[src/hdl/swq_defines.svh]
// Constants for the sweep run sequencer: timing counts, field codes, reset values
`ifndef SWQ_DEFINES_SVH
`define SWQ_DEFINES_SVH
// Summary of operation
// - Gated mode outputs waveform only while sweeping, held or forced
// - Phase sweep gated: start/stop phase bound oscillation
// - Idle level from percentage or phase setting
// - Gated stop only at cycle/half-cycle boundary
// - Accept four trigger sources, light received lamp
// - Internal period programmable; external polarity selectable
// - Manual, remote, start command trigger whatever the source
// - Continuous mode starts sweeping without trigger
// - Invalid setup blocks start and triggers, flags
// - Single modes start one sweep per trigger
// - Stop command halts, outputs start value
// - After stop, new trigger resweeps from beginning
// - Hold freezes sweep; resume continues there
// - Trigger during hold restarts from start
// - Force start value; gated keeps oscillating
// - Force stop value; gated keeps oscillating
// - Four sync choices; reference phase sync
// - Sweep sync falls high to low at start
// - Marker sync low until marker, then high
// - Marker low clamped, resolution one of 32768
// - X drive ramp linear in time, inverts
// - One-way single returns start; shuttle waits done
`define SWQ_CLK_PERIOD_NS   25
`define SWQ_POS_W           15
`define SWQ_POS_MAX         15'h7FFF
`define SWQ_MARK_MIN        15'h0010
`define SWQ_MARK_MAX        15'h7FEF
`define SWQ_TRIG_PERIOD_RST 32'h0000_9C40
`define SWQ_RATE_RST        16'h0001
`define SWQ_LAMP_TIME_NS    100000000
`define SWQ_LAMP_CYCLES     (`SWQ_LAMP_TIME_NS / `SWQ_CLK_PERIOD_NS)
`define SWQ_SYNC_REF        2'h0
`define SWQ_SYNC_SWEEP      2'h1
`define SWQ_SYNC_MARK       2'h2
`define SWQ_SYNC_XDRIVE     2'h3
`endif

[src/hdl/swq_pkg.sv]
// Types shared by the sweep run sequencer
package swq_pkg;
    typedef enum logic [1:0] {SWQ_CONT, SWQ_SINGLE, SWQ_GATED} swq_style_t;
    typedef enum logic [1:0] {SWQ_POL_OFF, SWQ_POL_RISE, SWQ_POL_FALL} swq_pol_t;
    typedef enum logic [2:0] {
        SWQ_STOPPED, SWQ_RUN, SWQ_HELD, SWQ_DONE, SWQ_FORCE_START, SWQ_FORCE_STOP
    } swq_state_t;
endpackage

[src/hdl/swq_trig_timer.sv]
// Internal periodic trigger oscillator for the sweep run sequencer
`timescale 1ns/1ps
`default_nettype none
module swq_trig_timer (
    input  wire logic        mclk,       // System clock
    input  wire logic        resetn,     // Synchronous reset, active low
    input  wire logic        enable,     // Run the oscillator
    input  wire logic [31:0] period,     // Trigger period in clock cycles
    output logic             tick        // One-cycle trigger pulse
);
    logic [31:0] cnt_ff;                 // Cycles since last tick
    logic [31:0] nxt_cnt;
    wire         wrap = (cnt_ff + 32'h1 >= period);

    // Restart the count whenever disabled so a fresh enable waits a period
    assign nxt_cnt = (!enable || wrap) ? 32'h0 : cnt_ff + 32'h1;

    // Counter and tick register
    always_ff @(posedge mclk) begin
        if (!resetn) begin
            cnt_ff <= 32'h0;
            tick   <= 1'b0;
        end else begin
            cnt_ff <= nxt_cnt;
            tick   <= enable && wrap;
        end
    end
endmodule
`default_nettype wire

[src/hdl/swq_sequencer.sv]
// Sweep run sequencer: trigger handling, run control, forced values and sync output
`timescale 1ns/1ps
`default_nettype none
`include "swq_defines.svh"
module swq_sequencer (
    input  wire logic               mclk,                // System clock, 40 MHz
    input  wire logic               resetn,              // Synchronous reset, active low
    input  wire swq_pkg::swq_style_t sweep_run_style,    // Continuous, single or gated
    input  wire logic               sweep_mode_on,       // Sweep oscillation mode selected
    input  wire logic               config_valid,        // Sweep settings are consistent
    input  wire logic               shuttle,             // Shuttle (triangle) sweep form
    input  wire logic               phase_sweep,         // Swept quantity is phase
    input  wire logic               stop_below_start,    // Stop value below start value
    input  wire logic [15:0]        sweep_rate,          // Position step per clock
    input  wire logic [14:0]        marker_pos,          // Marker point along the sweep
    input  wire logic               trig_src_ext,        // Trigger source: 1 external
    input  wire swq_pkg::swq_pol_t  trig_polarity,       // External trigger edge
    input  wire logic [31:0]        trig_period,         // Internal trigger period, cycles
    input  wire logic               ext_trig_pin,        // TTL trigger input pin
    input  wire logic               manual_trigger_key,  // Manual key pulse
    input  wire logic               remote_trigger,      // Remote command pulse
    input  wire logic               start_cmd,           // Start command pulse
    input  wire logic               stop_cmd,            // Stop command pulse
    input  wire logic               hold_cmd,            // Hold command pulse
    input  wire logic               resume_cmd,          // Resume command pulse
    input  wire logic               force_start_value,   // Force start value pulse
    input  wire logic               force_stop_value,    // Force stop value pulse
    input  wire logic               idle_output_level,   // Idle level option on
    input  wire logic [6:0]         idle_percent,        // Idle level, % of full scale
    input  wire logic [15:0]        phase_setting,       // General phase setting
    input  wire logic [15:0]        start_phase,         // Sweep start phase
    input  wire logic [15:0]        stop_phase,          // Sweep stop phase
    input  wire logic               stop_granularity,    // 1: half_period_granule
    input  wire logic               wave_cycle_mark,     // Waveform at whole-cycle point
    input  wire logic               wave_half_mark,      // Waveform at half-cycle point
    input  wire logic               wave_ref_phase,      // Waveform at reference phase
    input  wire logic [1:0]         sync_output_select,  // Sync terminal choice
    output logic                    osc_enable,          // Synthesizer oscillating
    output logic [14:0]             sweep_pos,           // Present sweep point
    output logic                    sel_start_value,     // Output start value
    output logic                    sel_stop_value,      // Output stop value
    output logic                    idle_use_percent,    // Idle level from percentage
    output logic [6:0]              idle_level_pct,      // Idle level percentage
    output logic [15:0]             osc_start_phase,     // Oscillation start phase
    output logic [15:0]             osc_stop_phase,      // Oscillation stop phase
    output logic                    trig_lamp,           // Trigger-received indicator
    output logic                    conflict,            // Invalid sweep settings flag
    output logic                    sync_out,            // Sync terminal logic level
    output logic [14:0]             xdrive_level         // X drive ramp code, 0..3 V
);
    import swq_pkg::*;

    ////////////////////////////////////////////////////////////////////////////
    // Declarations
    swq_state_t  state_ff, nxt_state;          // Run state
    logic [15:0] acc_ff, nxt_acc;              // Sweep position with carry bit
    logic        back_ff, nxt_back;            // On return leg of shuttle
    logic        gate_ff, nxt_gate;            // Gated oscillation running
    logic        sync_ff, nxt_sync;            // Sync terminal register
    logic        ext_s1_ff, ext_s2_ff;         // Pin synchroniser
    logic        ext_s3_ff;                    // Previous synchronised level
    logic [31:0] lamp_ff;                      // Lamp hold count
    logic        int_tick;                     // Internal oscillator pulse

    ////////////////////////////////////////////////////////////////////////////
    // Trigger sources
    swq_trig_timer u_timer (
        .mclk   (mclk),
        .resetn (resetn),
        .enable (!trig_src_ext && sweep_mode_on),
        .period (trig_period),
        .tick   (int_tick)
    );

    // Polarity off masks noise on the pin entirely
    wire ext_edge = (trig_polarity == SWQ_POL_RISE) ? (ext_s2_ff && !ext_s3_ff) :
                    (trig_polarity == SWQ_POL_FALL) ? (!ext_s2_ff && ext_s3_ff) : 1'b0;
    wire src_trig = trig_src_ext ? ext_edge : int_tick;
    // Manual, remote and start act whatever the source
    wire any_trig = src_trig || manual_trigger_key || remote_trigger || start_cmd;
    wire triggered = (sweep_run_style != SWQ_CONT) && sweep_mode_on
                     && config_valid && any_trig;
    wire gated   = (sweep_run_style == SWQ_GATED);

    ////////////////////////////////////////////////////////////////////////////
    // Sweep position arithmetic
    wire [15:0] acc_step = acc_ff + sweep_rate;
    wire        leg_end  = acc_step[15];                       // Leg passes full scale
    wire        at_mark_raw = acc_ff[14:0] >= marker_pos;
    // Marker low time clamped well inside the sweep; 15-bit grid gives 1/32768
    wire [14:0] mark_clamped = (marker_pos < `SWQ_MARK_MIN) ? `SWQ_MARK_MIN :
                               (marker_pos > `SWQ_MARK_MAX) ? `SWQ_MARK_MAX : marker_pos;
    wire        past_mark = acc_ff[14:0] >= mark_clamped;
    // Gate may only close on the selected waveform boundary
    wire        boundary = stop_granularity ? (wave_cycle_mark || wave_half_mark)
                                            : wave_cycle_mark;
    wire        running  = (state_ff == SWQ_RUN);

    ////////////////////////////////////////////////////////////////////////////
    // Run state machine
    always_comb begin
        nxt_state = state_ff;
        nxt_acc   = acc_ff;
        nxt_back  = back_ff;
        unique case (state_ff)
            SWQ_STOPPED, SWQ_DONE: begin
                if (sweep_run_style == SWQ_CONT && sweep_mode_on && config_valid) begin
                    nxt_state = SWQ_RUN;
                    nxt_acc   = 16'h0;
                    nxt_back  = 1'b0;
                end else if (triggered) begin
                    nxt_state = SWQ_RUN;
                    nxt_acc   = 16'h0;
                    nxt_back  = 1'b0;
                end
            end
            SWQ_RUN: begin
                if (triggered) begin
                    nxt_acc  = 16'h0;
                    nxt_back = 1'b0;
                end else if (hold_cmd) begin
                    nxt_state = SWQ_HELD;
                end else if (leg_end) begin
                    if (shuttle && !back_ff) begin
                        nxt_back = 1'b1;
                        nxt_acc  = 16'h0;
                    end else if (sweep_run_style == SWQ_CONT) begin
                        nxt_back = 1'b0;
                        nxt_acc  = 16'h0;
                    end else if (shuttle) begin
                        nxt_state = SWQ_DONE;
                        nxt_acc   = {1'b0, `SWQ_POS_MAX};
                    end else begin
                        nxt_state = SWQ_STOPPED;
                        nxt_acc   = 16'h0;
                    end
                end else begin
                    nxt_acc = acc_step;
                end
            end
            SWQ_HELD: begin
                if (triggered) begin
                    nxt_state = SWQ_RUN;
                    nxt_acc   = 16'h0;
                    nxt_back  = 1'b0;
                end else if (resume_cmd) begin
                    nxt_state = SWQ_RUN;
                end
            end
            SWQ_FORCE_START, SWQ_FORCE_STOP: begin
                if (triggered) begin
                    nxt_state = SWQ_RUN;
                    nxt_acc   = 16'h0;
                    nxt_back  = 1'b0;
                end
            end
            // Unused state codes fall back to the safe stopped state
            default: nxt_state = SWQ_STOPPED;
        endcase
        // Commands outrank sweep progress; stop outranks everything
        if (force_start_value) begin
            nxt_state = SWQ_FORCE_START;
            nxt_acc   = 16'h0;
            nxt_back  = 1'b0;
        end
        if (force_stop_value) begin
            nxt_state = SWQ_FORCE_STOP;
            nxt_acc   = {1'b0, `SWQ_POS_MAX};
            nxt_back  = 1'b0;
        end
        if (stop_cmd || !sweep_mode_on || !config_valid) begin
            nxt_state = SWQ_STOPPED;
            nxt_acc   = 16'h0;
            nxt_back  = 1'b0;
        end
    end

    ////////////////////////////////////////////////////////////////////////////
    // Gate: opens with a sweep, closes only on a waveform boundary
    wire want_gate = running || state_ff == SWQ_HELD ||
                     state_ff == SWQ_FORCE_START || state_ff == SWQ_FORCE_STOP;
    assign nxt_gate = want_gate ? 1'b1 : (gate_ff && !boundary);

    ////////////////////////////////////////////////////////////////////////////
    // Sync terminal source
    always_comb begin
        nxt_sync = sync_ff;
        unique case (sync_output_select)
            `SWQ_SYNC_REF:    nxt_sync = wave_ref_phase;
            // Drops at the start of each forward leg, high for the rest of the sweep
            `SWQ_SYNC_SWEEP:  nxt_sync = !(running && acc_ff == 16'h0 && !back_ff);
            // Low up to the marker, high on the return leg
            `SWQ_SYNC_MARK:   nxt_sync = back_ff ? 1'b1 :
                                         (running ? past_mark : 1'b1);
            `SWQ_SYNC_XDRIVE: nxt_sync = 1'b0;
        endcase
    end

    ////////////////////////////////////////////////////////////////////////////
    // Registers
    always_ff @(posedge mclk) begin
        if (!resetn) begin
            state_ff  <= SWQ_STOPPED;
            acc_ff    <= 16'h0;
            back_ff   <= 1'b0;
            gate_ff   <= 1'b0;
            sync_ff   <= 1'b1;
            ext_s1_ff <= 1'b0;
            ext_s2_ff <= 1'b0;
            ext_s3_ff <= 1'b0;
        end else begin
            state_ff  <= nxt_state;
            acc_ff    <= nxt_acc;
            back_ff   <= nxt_back;
            gate_ff   <= nxt_gate;
            sync_ff   <= nxt_sync;
            ext_s1_ff <= ext_trig_pin;
            ext_s2_ff <= ext_s1_ff;
            ext_s3_ff <= ext_s2_ff;
        end
    end

    // Lamp stretch so a single-cycle trigger is visible to the operator
    always_ff @(posedge mclk) begin
        if (!resetn) begin
            lamp_ff <= 32'h0;
        end else if (triggered) begin
            lamp_ff <= 32'(`SWQ_LAMP_CYCLES);
        end else if (lamp_ff != 32'h0) begin
            lamp_ff <= lamp_ff - 32'h1;
        end
    end

    ////////////////////////////////////////////////////////////////////////////
    // Outputs
    wire [14:0] pos_now  = back_ff ? (`SWQ_POS_MAX - acc_ff[14:0]) : acc_ff[14:0];
    // Ramp follows elapsed time, not the swept value; inverted for falling sweeps
    wire [14:0] time_pos = (running || state_ff == SWQ_HELD || state_ff == SWQ_DONE)
                           ? pos_now : 15'h0000;
    assign xdrive_level = stop_below_start ? (`SWQ_POS_MAX - time_pos) : time_pos;
    assign sweep_pos        = pos_now;
    assign sel_stop_value   = (state_ff == SWQ_FORCE_STOP) || (state_ff == SWQ_DONE);
    assign sel_start_value  = (state_ff == SWQ_STOPPED) || (state_ff == SWQ_FORCE_START);
    // Free-running modes oscillate whenever sweep mode is on; gated follows the gate
    assign osc_enable       = gated ? gate_ff : sweep_mode_on;
    assign idle_use_percent = idle_output_level;
    assign idle_level_pct   = idle_percent;
    assign osc_start_phase  = (gated && phase_sweep) ? start_phase : phase_setting;
    assign osc_stop_phase   = (gated && phase_sweep) ? stop_phase : phase_setting;
    assign trig_lamp        = (lamp_ff != 32'h0);
    assign conflict         = sweep_mode_on && !config_valid;
    assign sync_out         = (sync_output_select == `SWQ_SYNC_XDRIVE) ? 1'b0 : sync_ff;

    ////////////////////////////////////////////////////////////////////////////
    // Assertions
    a_stop_start_value: assert property (@(posedge mclk) disable iff (!resetn)
        stop_cmd |=> sel_start_value && !sel_stop_value)
        else $error("stop did not select start value");
    a_hold_freezes: assert property (@(posedge mclk) disable iff (!resetn)
        (state_ff == SWQ_HELD) && !triggered && !resume_cmd && !stop_cmd
        && !force_start_value && !force_stop_value && sweep_mode_on && config_valid
        |=> $stable(acc_ff))
        else $error("held sweep moved");
    a_trig_restarts: assert property (@(posedge mclk) disable iff (!resetn)
        triggered && !stop_cmd && !force_start_value && !force_stop_value
        |=> acc_ff == 16'h0 && state_ff == SWQ_RUN)
        else $error("trigger did not restart sweep");
    a_conflict_blocks: assert property (@(posedge mclk) disable iff (!resetn)
        conflict |=> state_ff == SWQ_STOPPED)
        else $error("sweep ran with conflict");
    a_cont_autostart: assert property (@(posedge mclk) disable iff (!resetn)
        state_ff == SWQ_STOPPED && sweep_run_style == SWQ_CONT && sweep_mode_on
        && config_valid && !stop_cmd && !force_start_value && !force_stop_value
        |=> state_ff == SWQ_RUN)
        else $error("continuous sweep did not start");
    a_lamp_lights: assert property (@(posedge mclk) disable iff (!resetn)
        triggered |=> trig_lamp [*2])
        else $error("trigger lamp not lit");
    a_gate_boundary: assert property (@(posedge mclk) disable iff (!resetn)
        gated && $fell(gate_ff) |-> $past(boundary))
        else $error("gate closed off boundary");
    a_force_stop_val: assert property (@(posedge mclk) disable iff (!resetn)
        force_stop_value && !stop_cmd && sweep_mode_on && config_valid
        |=> sel_stop_value && sweep_pos == `SWQ_POS_MAX)
        else $error("force stop value not applied");
    a_mark_clamp: assert property (@(posedge mclk) disable iff (!resetn)
        running && !back_ff && acc_ff[14:0] < `SWQ_MARK_MIN && at_mark_raw
        && sync_output_select == `SWQ_SYNC_MARK |=> !sync_ff)
        else $error("marker sync high before marker");
endmodule
`default_nettype wire

[config.mk]
export PLATFORM = sky130hd
export DESIGN_NAME = swq_sequencer
export DESIGN_NICKNAME = d
export VERILOG_FILES = /design/src/hdl/swq_pkg.sv /design/src/hdl/swq_trig_timer.sv /design/src/hdl/swq_sequencer.sv
export VERILOG_INCLUDE_DIRS = /design/src /design/src/hdl
export SDC_FILE = /design/constraint.sdc
export NUM_CORES = 1
export LEC_CHECK = 0
export BUFFER_PORTS_ARGS = -buffer_cell sky130_fd_sc_hd__buf_2
export CAP_MARGIN = 25
export CORE_MARGIN = 2
export CORE_UTILIZATION = 57
export DETAILED_ROUTE_END_ITERATION = 10
export GPL_TIMING_DRIVEN = 0
export PLACE_DENSITY = 0.87
export SETUP_SLACK_MARGIN = 0.02
export SLEW_MARGIN = 40
export SYNTH_ARGS = -nofsm -noshare
export SYNTH_HDL_FRONTEND = slang
export SYNTH_SLANG_ARGS = --single-unit
[constraint.sdc]
create_clock -name mclk -period 10.29 [get_ports mclk]
set_input_delay 3.087 -clock mclk [delete_from_list [all_inputs] [get_ports mclk]]
set_output_delay 3.087 -clock mclk [all_outputs]
set_load 0.01 [all_outputs]
==> reports/results.txt, run 1 <==
Post-CTS Hold Buffers = 0
Post-synth ARST share = 0%
Clock skew = 0.00498 ns
Clk slew on worst S/H paths = 0.06 ns
Startpoint types = input pin
Pin count of the biggest net entering global routing = 15
Sequential fraction of the synthesis area = 24.1%
Synth cell types = 70
Synth Cell Area = 7470 µm²
#FFs+latches synth = 90
Post-CTS sizing = 0
Reg power frac = 36.3%
Core ar. = 12700 µm²
Critical path arrival = 4.61 ns
Total number of vias = 8002
DRT antenna net count = 0
R2R depth = 12
Commonest non-fill, non-tap cell in the layout = buf_2
Commonest non-fill, non-tap cells in the layout = buf_2 (214), nand2_1 (146), nor2_1 (104), dfxtp_1 (90), ha_1 (65)
CTS tree = yes
Number of synthesized flops with an enable pin = 0
Lkg Pwr = 0.00450 µW
Final Hold Vio Count = 0
Total power draw = 1220 µW
Final worst slack = 2.59 ns
Delay of the slowest critical-path stage = 0.42 ns
Clock power frac = 26.8%
Switching Share = 36.4%
Die Y = 119 µm
Global route total overflow = 0
Yosys warns = 0
R2R Setup Slk = 6.12 ns
CTS Sinks = 90
Cell area after placement = 8760 µm²
Crit-path max FO = 10
# port buffers = 211
Skew-Pair Late Insertion Delay = 0.35 ns
Setup_tns = 0 ns
Crit path cell chain = buf_2 -> nor2b_1 -> and2_1 -> clkbuf_1 -> clkbuf_1 -> nand2_1 -> nand2_1 -> buf_2
P_sw = 442 µW
Worst Hold Depth = 1
RSZ-0062 raised after global routing = no
Cts bufs inserted = 9
Die area = 14000 µm²
Slew Limit Fails = 0
H-tree Lvls = 3
VDD IR-drop max = 0.0924 mV
Highest Clock Rate = 130 MHz
Final Routed Wirelength = 21800 µm
Synthesized area per cell = 7.45 µm²
# DRC = 0
MaxCap Viol Count = 0
Share of cells above drive strength 1 = 20.8%
Status = finished, final reports clean
Top Ports = 222
Worst Hold Class = reg -> reg
Min Tclk post-route = 7.70 ns
Synth-to-layout area growth = 21.1%
Routability congestion estimate = 1.01
Worst setup EP type = output port
Comb pwr share = 37.0%
Initial Util = 58.7%
Post-CTS setup buffers = 0
Worst Tran Pin Value = 0.934 ns
Routed length per instance = 15.5 µm
DP Wirelength = 17200 µm
GRT Total Usage = 30.0%
Pint = 773 µW
CTS Root Cell = clkbuf_16
Crit Path Class = in -> out
Antenna violations before repair = 2
Nets = 1438
Pwr/cell area = 134 nW/µm²
Gate Count Post-Synth = 1003
Worst slack at placement = 2.61 ns
Data required, critical path = 7.20 ns
Final instance area = 9050 µm²
Slowest cell on the critical path = clkbuf_1
Slew headroom = 37.2%
Die Wd = 119 µm
Clock Path Buffers = 2
Starting DRT DRC Count = 544
Syn Nets = 1215
Post-route clock period utilization = 74.8%
# setup viols final = 0
First-pass DRT Iterations = 5
Most used DFF post-synth = dfxtp_1
Row count = 41
First-pass GRT wire length = 34500 µm
Number of global-route vias before repair = 7240
DR vias/cell = 5.70
==> layout make-up <==
| cell class | count | area [µm²] |
|---|---|---|
| multi-input cells | 806 | 5240 |
| fillers | 1054 | 3670 |
| flip-flops and latches | 90 | 1800 |
| repair buffers | 212 | 1060 |
| inverters | 62 | 233 |
| clock buffers | 10 | 229 |
| well taps | 172 | 215 |
| plain buffers | 45 | 209 |
| clock inverters | 5 | 53.8 |
| diodes | 2 | 5.00 |
==> synth_stat cells (all sizes together), types with 16 or more instances <==
cell    count  area [µm²]
or3        16         100
o211ai     16         130
nand3      35         185
nand2     147         554
xnor2      54         473
nand4      18         113
nor4       20         140
xor2       43         377
dfxtp      90        1800
inv        62         233
o21ai      48         240
nor2      104         390
nand2b     25         156
clkbuf     31         116
a21o       21         158
a21oi      41         205
ha         65         813
==> worst max-delay path: cells and delay by family <==
family	cells	cell delay [ns]
AND/OR/NAND/NOR	4	0.68
buffers and inverters	4	0.84
==> power by group through the flow <==
stage	clock network [µW]	registers, µW	logic (µW)
after floorplan	0	435	330
after global placement	0	444	426
after detailed placement	0	445	437
after CTS	325	440	446
after global routing	340	447	503
final	325	441	449
==> layer usage <==
metal / routed length (µm) / global-route usage, % / vias to the layer above
met4: 543 / 11.2 / 0
met2: 10600 / 52.2 / 332
met5: 0 / 0 / -
li1: - / - / 3970
met3: 1730 / 7.87 / 45
met1: 8910 / 35.2 / 3655
==> state kept, by name (all words and copies together) (netlist names), 3 cells and up <==
name and flops:
acc_ff 16, u_timer.cnt_ff 32, state_ff 3, lamp_ff 32
==> cells by family after synthesis <==
logic type | after synthesis | share of synthesized area (%)
compound gates | 203 | 18.3
xor+xnor | 97 | 11.4
fa+ha+maj | 66 | 11.2
buf+inv | 107 | 5.91
flops | 90 | 24.1
mux | 5 | 0.703
simple gates | 435 | 28.4
==> stage by stage <==
| stage | cells | util (%) | hold slack [ns] |
|---|---|---|---|
| final | 1404 | 71.1 | 0.440 |
| after global routing | 1404 | 71.1 | 0.450 |
| after CTS | 1402 | 71.1 | 0.444 |
| after detailed placement | 1387 | 68.9 | 0.426 |
| after global placement | 1386 | 68.7 | 0.416 |
| after floorplan | 1003 | - | 0.412 |
==> final timing paths <==
path                                                    from                             to
worst min register to register          ext_s1_ff$_SDFF_PN0_           ext_s2_ff$_SDFF_PN0_
worst max register to register  u_timer.cnt_ff[6]$_SDFF_PP0_  u_timer.cnt_ff[25]$_SDFF_PP0_
worst max-delay path                      sweep_run_style[1]             osc_stop_phase[11]
worst min-delay path                    ext_s1_ff$_SDFF_PN0_           ext_s2_ff$_SDFF_PN0_
Note: power is estimated with default switching activity, not from simulation.
==> inputs of run 2 (changes only) <==
- ABC_AREA: not set -> 1
- CORE_UTILIZATION: 57 -> 55
- PLACE_DENSITY: 0.87 -> 0.83
- clock period: 10.29 -> 7.9 ns (I/O delays scaled with it)
==> reports/results.txt, run 2 <==
Row count = 45
Crit path max-delay family = simple AND/OR/NAND/NOR gates
Lkg Pwr = 0.00538 µW
Antenna violations before repair = 2
Starting DRT DRC Count = 697
Sequential fraction of the synthesis area = 21.4%
Critical path arrival = 3.82 ns
Clock skew = 0.00873 ns
Post-CTS sizing = 0
Largest regs = lamp_ff (32), u_timer.cnt_ff (32), acc_ff (16)
Post-CTS Hold Buffers = 0
Worst Tran Pin Value = 0.706 ns
WP buf/inv = 4
Most common cell in the netlist = nand2_1
Top Ports = 222
Die Y = 128 µm
Most used DFF post-synth = dfxtp_1
Synth-to-layout area growth = 19.3%
# DRC = 0
Crit path cell chain = buf_2 -> inv_1 -> nor2_1 -> nand2_1 -> clkbuf_1 -> nand2_1 -> nand2_1 -> buf_2
Skew-Pair Late Insertion Delay = 0.35 ns
Final Routed Wirelength = 24300 µm
H-tree Lvls = 3
Startpoint types = input pin
CTS Sinks = 90
Routed length per instance = 13.8 µm
Final Hold Vio Count = 0
Nets = 1784
Inst Count DP = 1749
Share of cells above drive strength 1 = 20.9%
Post-synth top cells = nand2_1 (348), inv_1 (185), nor2_1 (161)
Syn Nets = 1561
First-pass DRT Iterations = 6
Critical Path Most Common Cell = nand2_1
Status = finished, final reports clean
Routability congestion estimate = 0.928
DP Wirelength = 19700 µm
Slew Limit Fails = 0
Initial Util = 55.8%
R2R Setup Slk = 3.92 ns
Slew headroom = 52.7%
Die area = 16300 µm²
Post-route clock period utilization = 78.3%
Worst Setup SP = sweep_run_style[1]
Pwr/cell area = 197 nW/µm²
VDD IR-drop max = 0.139 mV
R2R depth = 16
Data required, critical path = 5.53 ns
RSZ-0062 raised after global routing = no
First-pass GRT wire length = 38700 µm
DR vias/cell = 5.31
Commonest non-fill, non-tap cells in the layout = nand2_1 (348), buf_2 (221), inv_1 (185), nor2_1 (161), nand3_1 (99)
Yosys warns = 0
Commonest non-fill, non-tap cell in the layout = nand2_1
Highest Clock Rate = 162 MHz
Share of the synthesized area in the top cell type = 21.4%
Crit Path Class = in -> out
Critical Path End = osc_start_phase[14]
Worst r2r src = u_timer.cnt_ff[0]$_SDFF_PP0_
GRT Total Usage = 29.1%
Post-synth ARST share = 0%
Cell accounting for the most synthesized area = dfxtp_1
Non-Filler Instances = 1767
Die Wd = 128 µm
# setup viols final = 0
CTS tree = yes
Clock Path Buffers = 2
Core ar. = 15100 µm²
Worst Hold Class = reg -> reg
Delay of the slowest critical-path stage = 0.32 ns
Synth cell types = 56
Clk slew on worst S/H paths = 0.06 ns
Setup_tns = 0 ns
Worst setup EP type = output port
Crit-path max FO = 10
Synth Cell Area = 8420 µm²
Total number of vias = 9376
MaxCap Viol Count = 0
#FFs+latches synth = 90
# port buffers = 212
Gate Count Post-Synth = 1349
Slowest cell on the critical path = nor2_1
Synthesized area per cell = 6.24 µm²
Largest cells by area after synthesis = dfxtp_1 (21%), nand2_1 (16%), ha_1 (9.7%)
Reg-to-reg endpoint = u_timer.cnt_ff[4]$_SDFF_PP0_
Number of synthesized flops with an enable pin = 0
Number of global-route vias before repair = 8401
DRT antenna net count = 0
Global route total overflow = 0
Cts bufs inserted = 9
Post-CTS setup buffers = 0
Min Tclk post-route = 6.19 ns
Crit path depth = 8
CTS Root Cell = clkbuf_16
Pin count of the biggest net entering global routing = 17
Filler cell count = 1400
run 2: cell count changes after synthesis, moves of 14 or more:
cell,before,now
a21o_1,21,0
a21oi_1,41,64
clkbuf_1,31,11
inv_1,62,185
nand2_1,146,348
nand2_2,1,16
nand2b_1,25,0
nand3_1,33,99
nand3_2,2,16
nor2_1,104,161
or3_1,16,0
xnor2_1,54,27
run 2: stage by stage:
| stage | hold slack [ns] | util [%] | power [µW] | setup slack (ns) | area, µm² |
|---|---|---|---|---|---|
| 3_3_place_gp | 0.403 | 64.4 | 1480 | 1.77 | 9720 |
| 6_report | 0.412 | 66.6 | 1980 | 1.71 | 10100 |
| 3_5_place_dp | 0.403 | 64.4 | 1490 | 1.75 | 9720 |
| 2_1_floorplan | 0.390 | - | 1260 | 2.28 | 8420 |
| 5_1_grt | 0.440 | 66.6 | 2130 | 1.56 | 10100 |
| 4_1_cts | 0.415 | 66.6 | 1960 | 1.75 | 10000 |
run 2: cells by family (layout without fill, tap and decap cells):
logic type      Yosys count  count (layout)  share of synthesized area (%)
compound gates          138             138                           9.19
xor+xnor                 77              77                           8.01
fa+ha+maj                66              66                           9.89
buf+inv                 233             461                           11.4
flops                    90              90                           21.4
other cells               0               2                              0
simple gates            745             745                           40.1
run 2: report_power, final:
part	switching, µW	internal, µW	leakage (µW)
sequential	69.0	523	0.000731
clock	191	279	0.000152
combinational	574	340	0.00450
total	833	1140	0.00538
run 2: routing by layer:
layer	global-route usage, %	part of all wire, %
met2	48.1	46
met5	0	0
met4	12.6	3.9
met3	4.01	6.5
met1	38.0	43
run 2: how the worst min path moves through the flow:
| stage | start | endpoint | slack, ns | depth (start not counted) |
|---|---|---|---|---|
| after floorplan | ext_s1_ff$_SDFF_PN0_ | ext_s2_ff$_SDFF_PN0_ | 0.39 | 2 |
| after global placement | ext_s1_ff$_SDFF_PN0_ | ext_s2_ff$_SDFF_PN0_ | 0.40 | 2 |
| after detailed placement | ext_s1_ff$_SDFF_PN0_ | ext_s2_ff$_SDFF_PN0_ | 0.40 | 2 |
| after CTS | ext_s1_ff$_SDFF_PN0_ | ext_s2_ff$_SDFF_PN0_ | 0.41 | 2 |
| after global routing | ext_s1_ff$_SDFF_PN0_ | ext_s2_ff$_SDFF_PN0_ | 0.44 | 2 |
| final | ext_s1_ff$_SDFF_PN0_ | ext_s2_ff$_SDFF_PN0_ | 0.41 | 2 |
run 2: worst min-delay path: stages (launching register included):
cell and delay, ns:
dfxtp_1 0.30, nand2_1 0.05, inv_1 0.04
run 2: final cells by class:
| class | count | area, µm² | share of cell area (%) |
|---|---|---|---|
| multi-input cells | 1026 | 5660 | 56.3 |
| flip-flops and latches | 90 | 1800 | 17.9 |
| repair buffers | 212 | 1060 | 10.6 |
| inverters | 197 | 748 | 7.44 |
| well taps | 188 | 235 | 2.34 |
| clock buffers | 9 | 225 | 2.24 |
| plain buffers | 36 | 215 | 2.14 |
| clock inverters | 7 | 101 | 1.01 |
| diodes | 2 | 5.00 | 0.0498 |
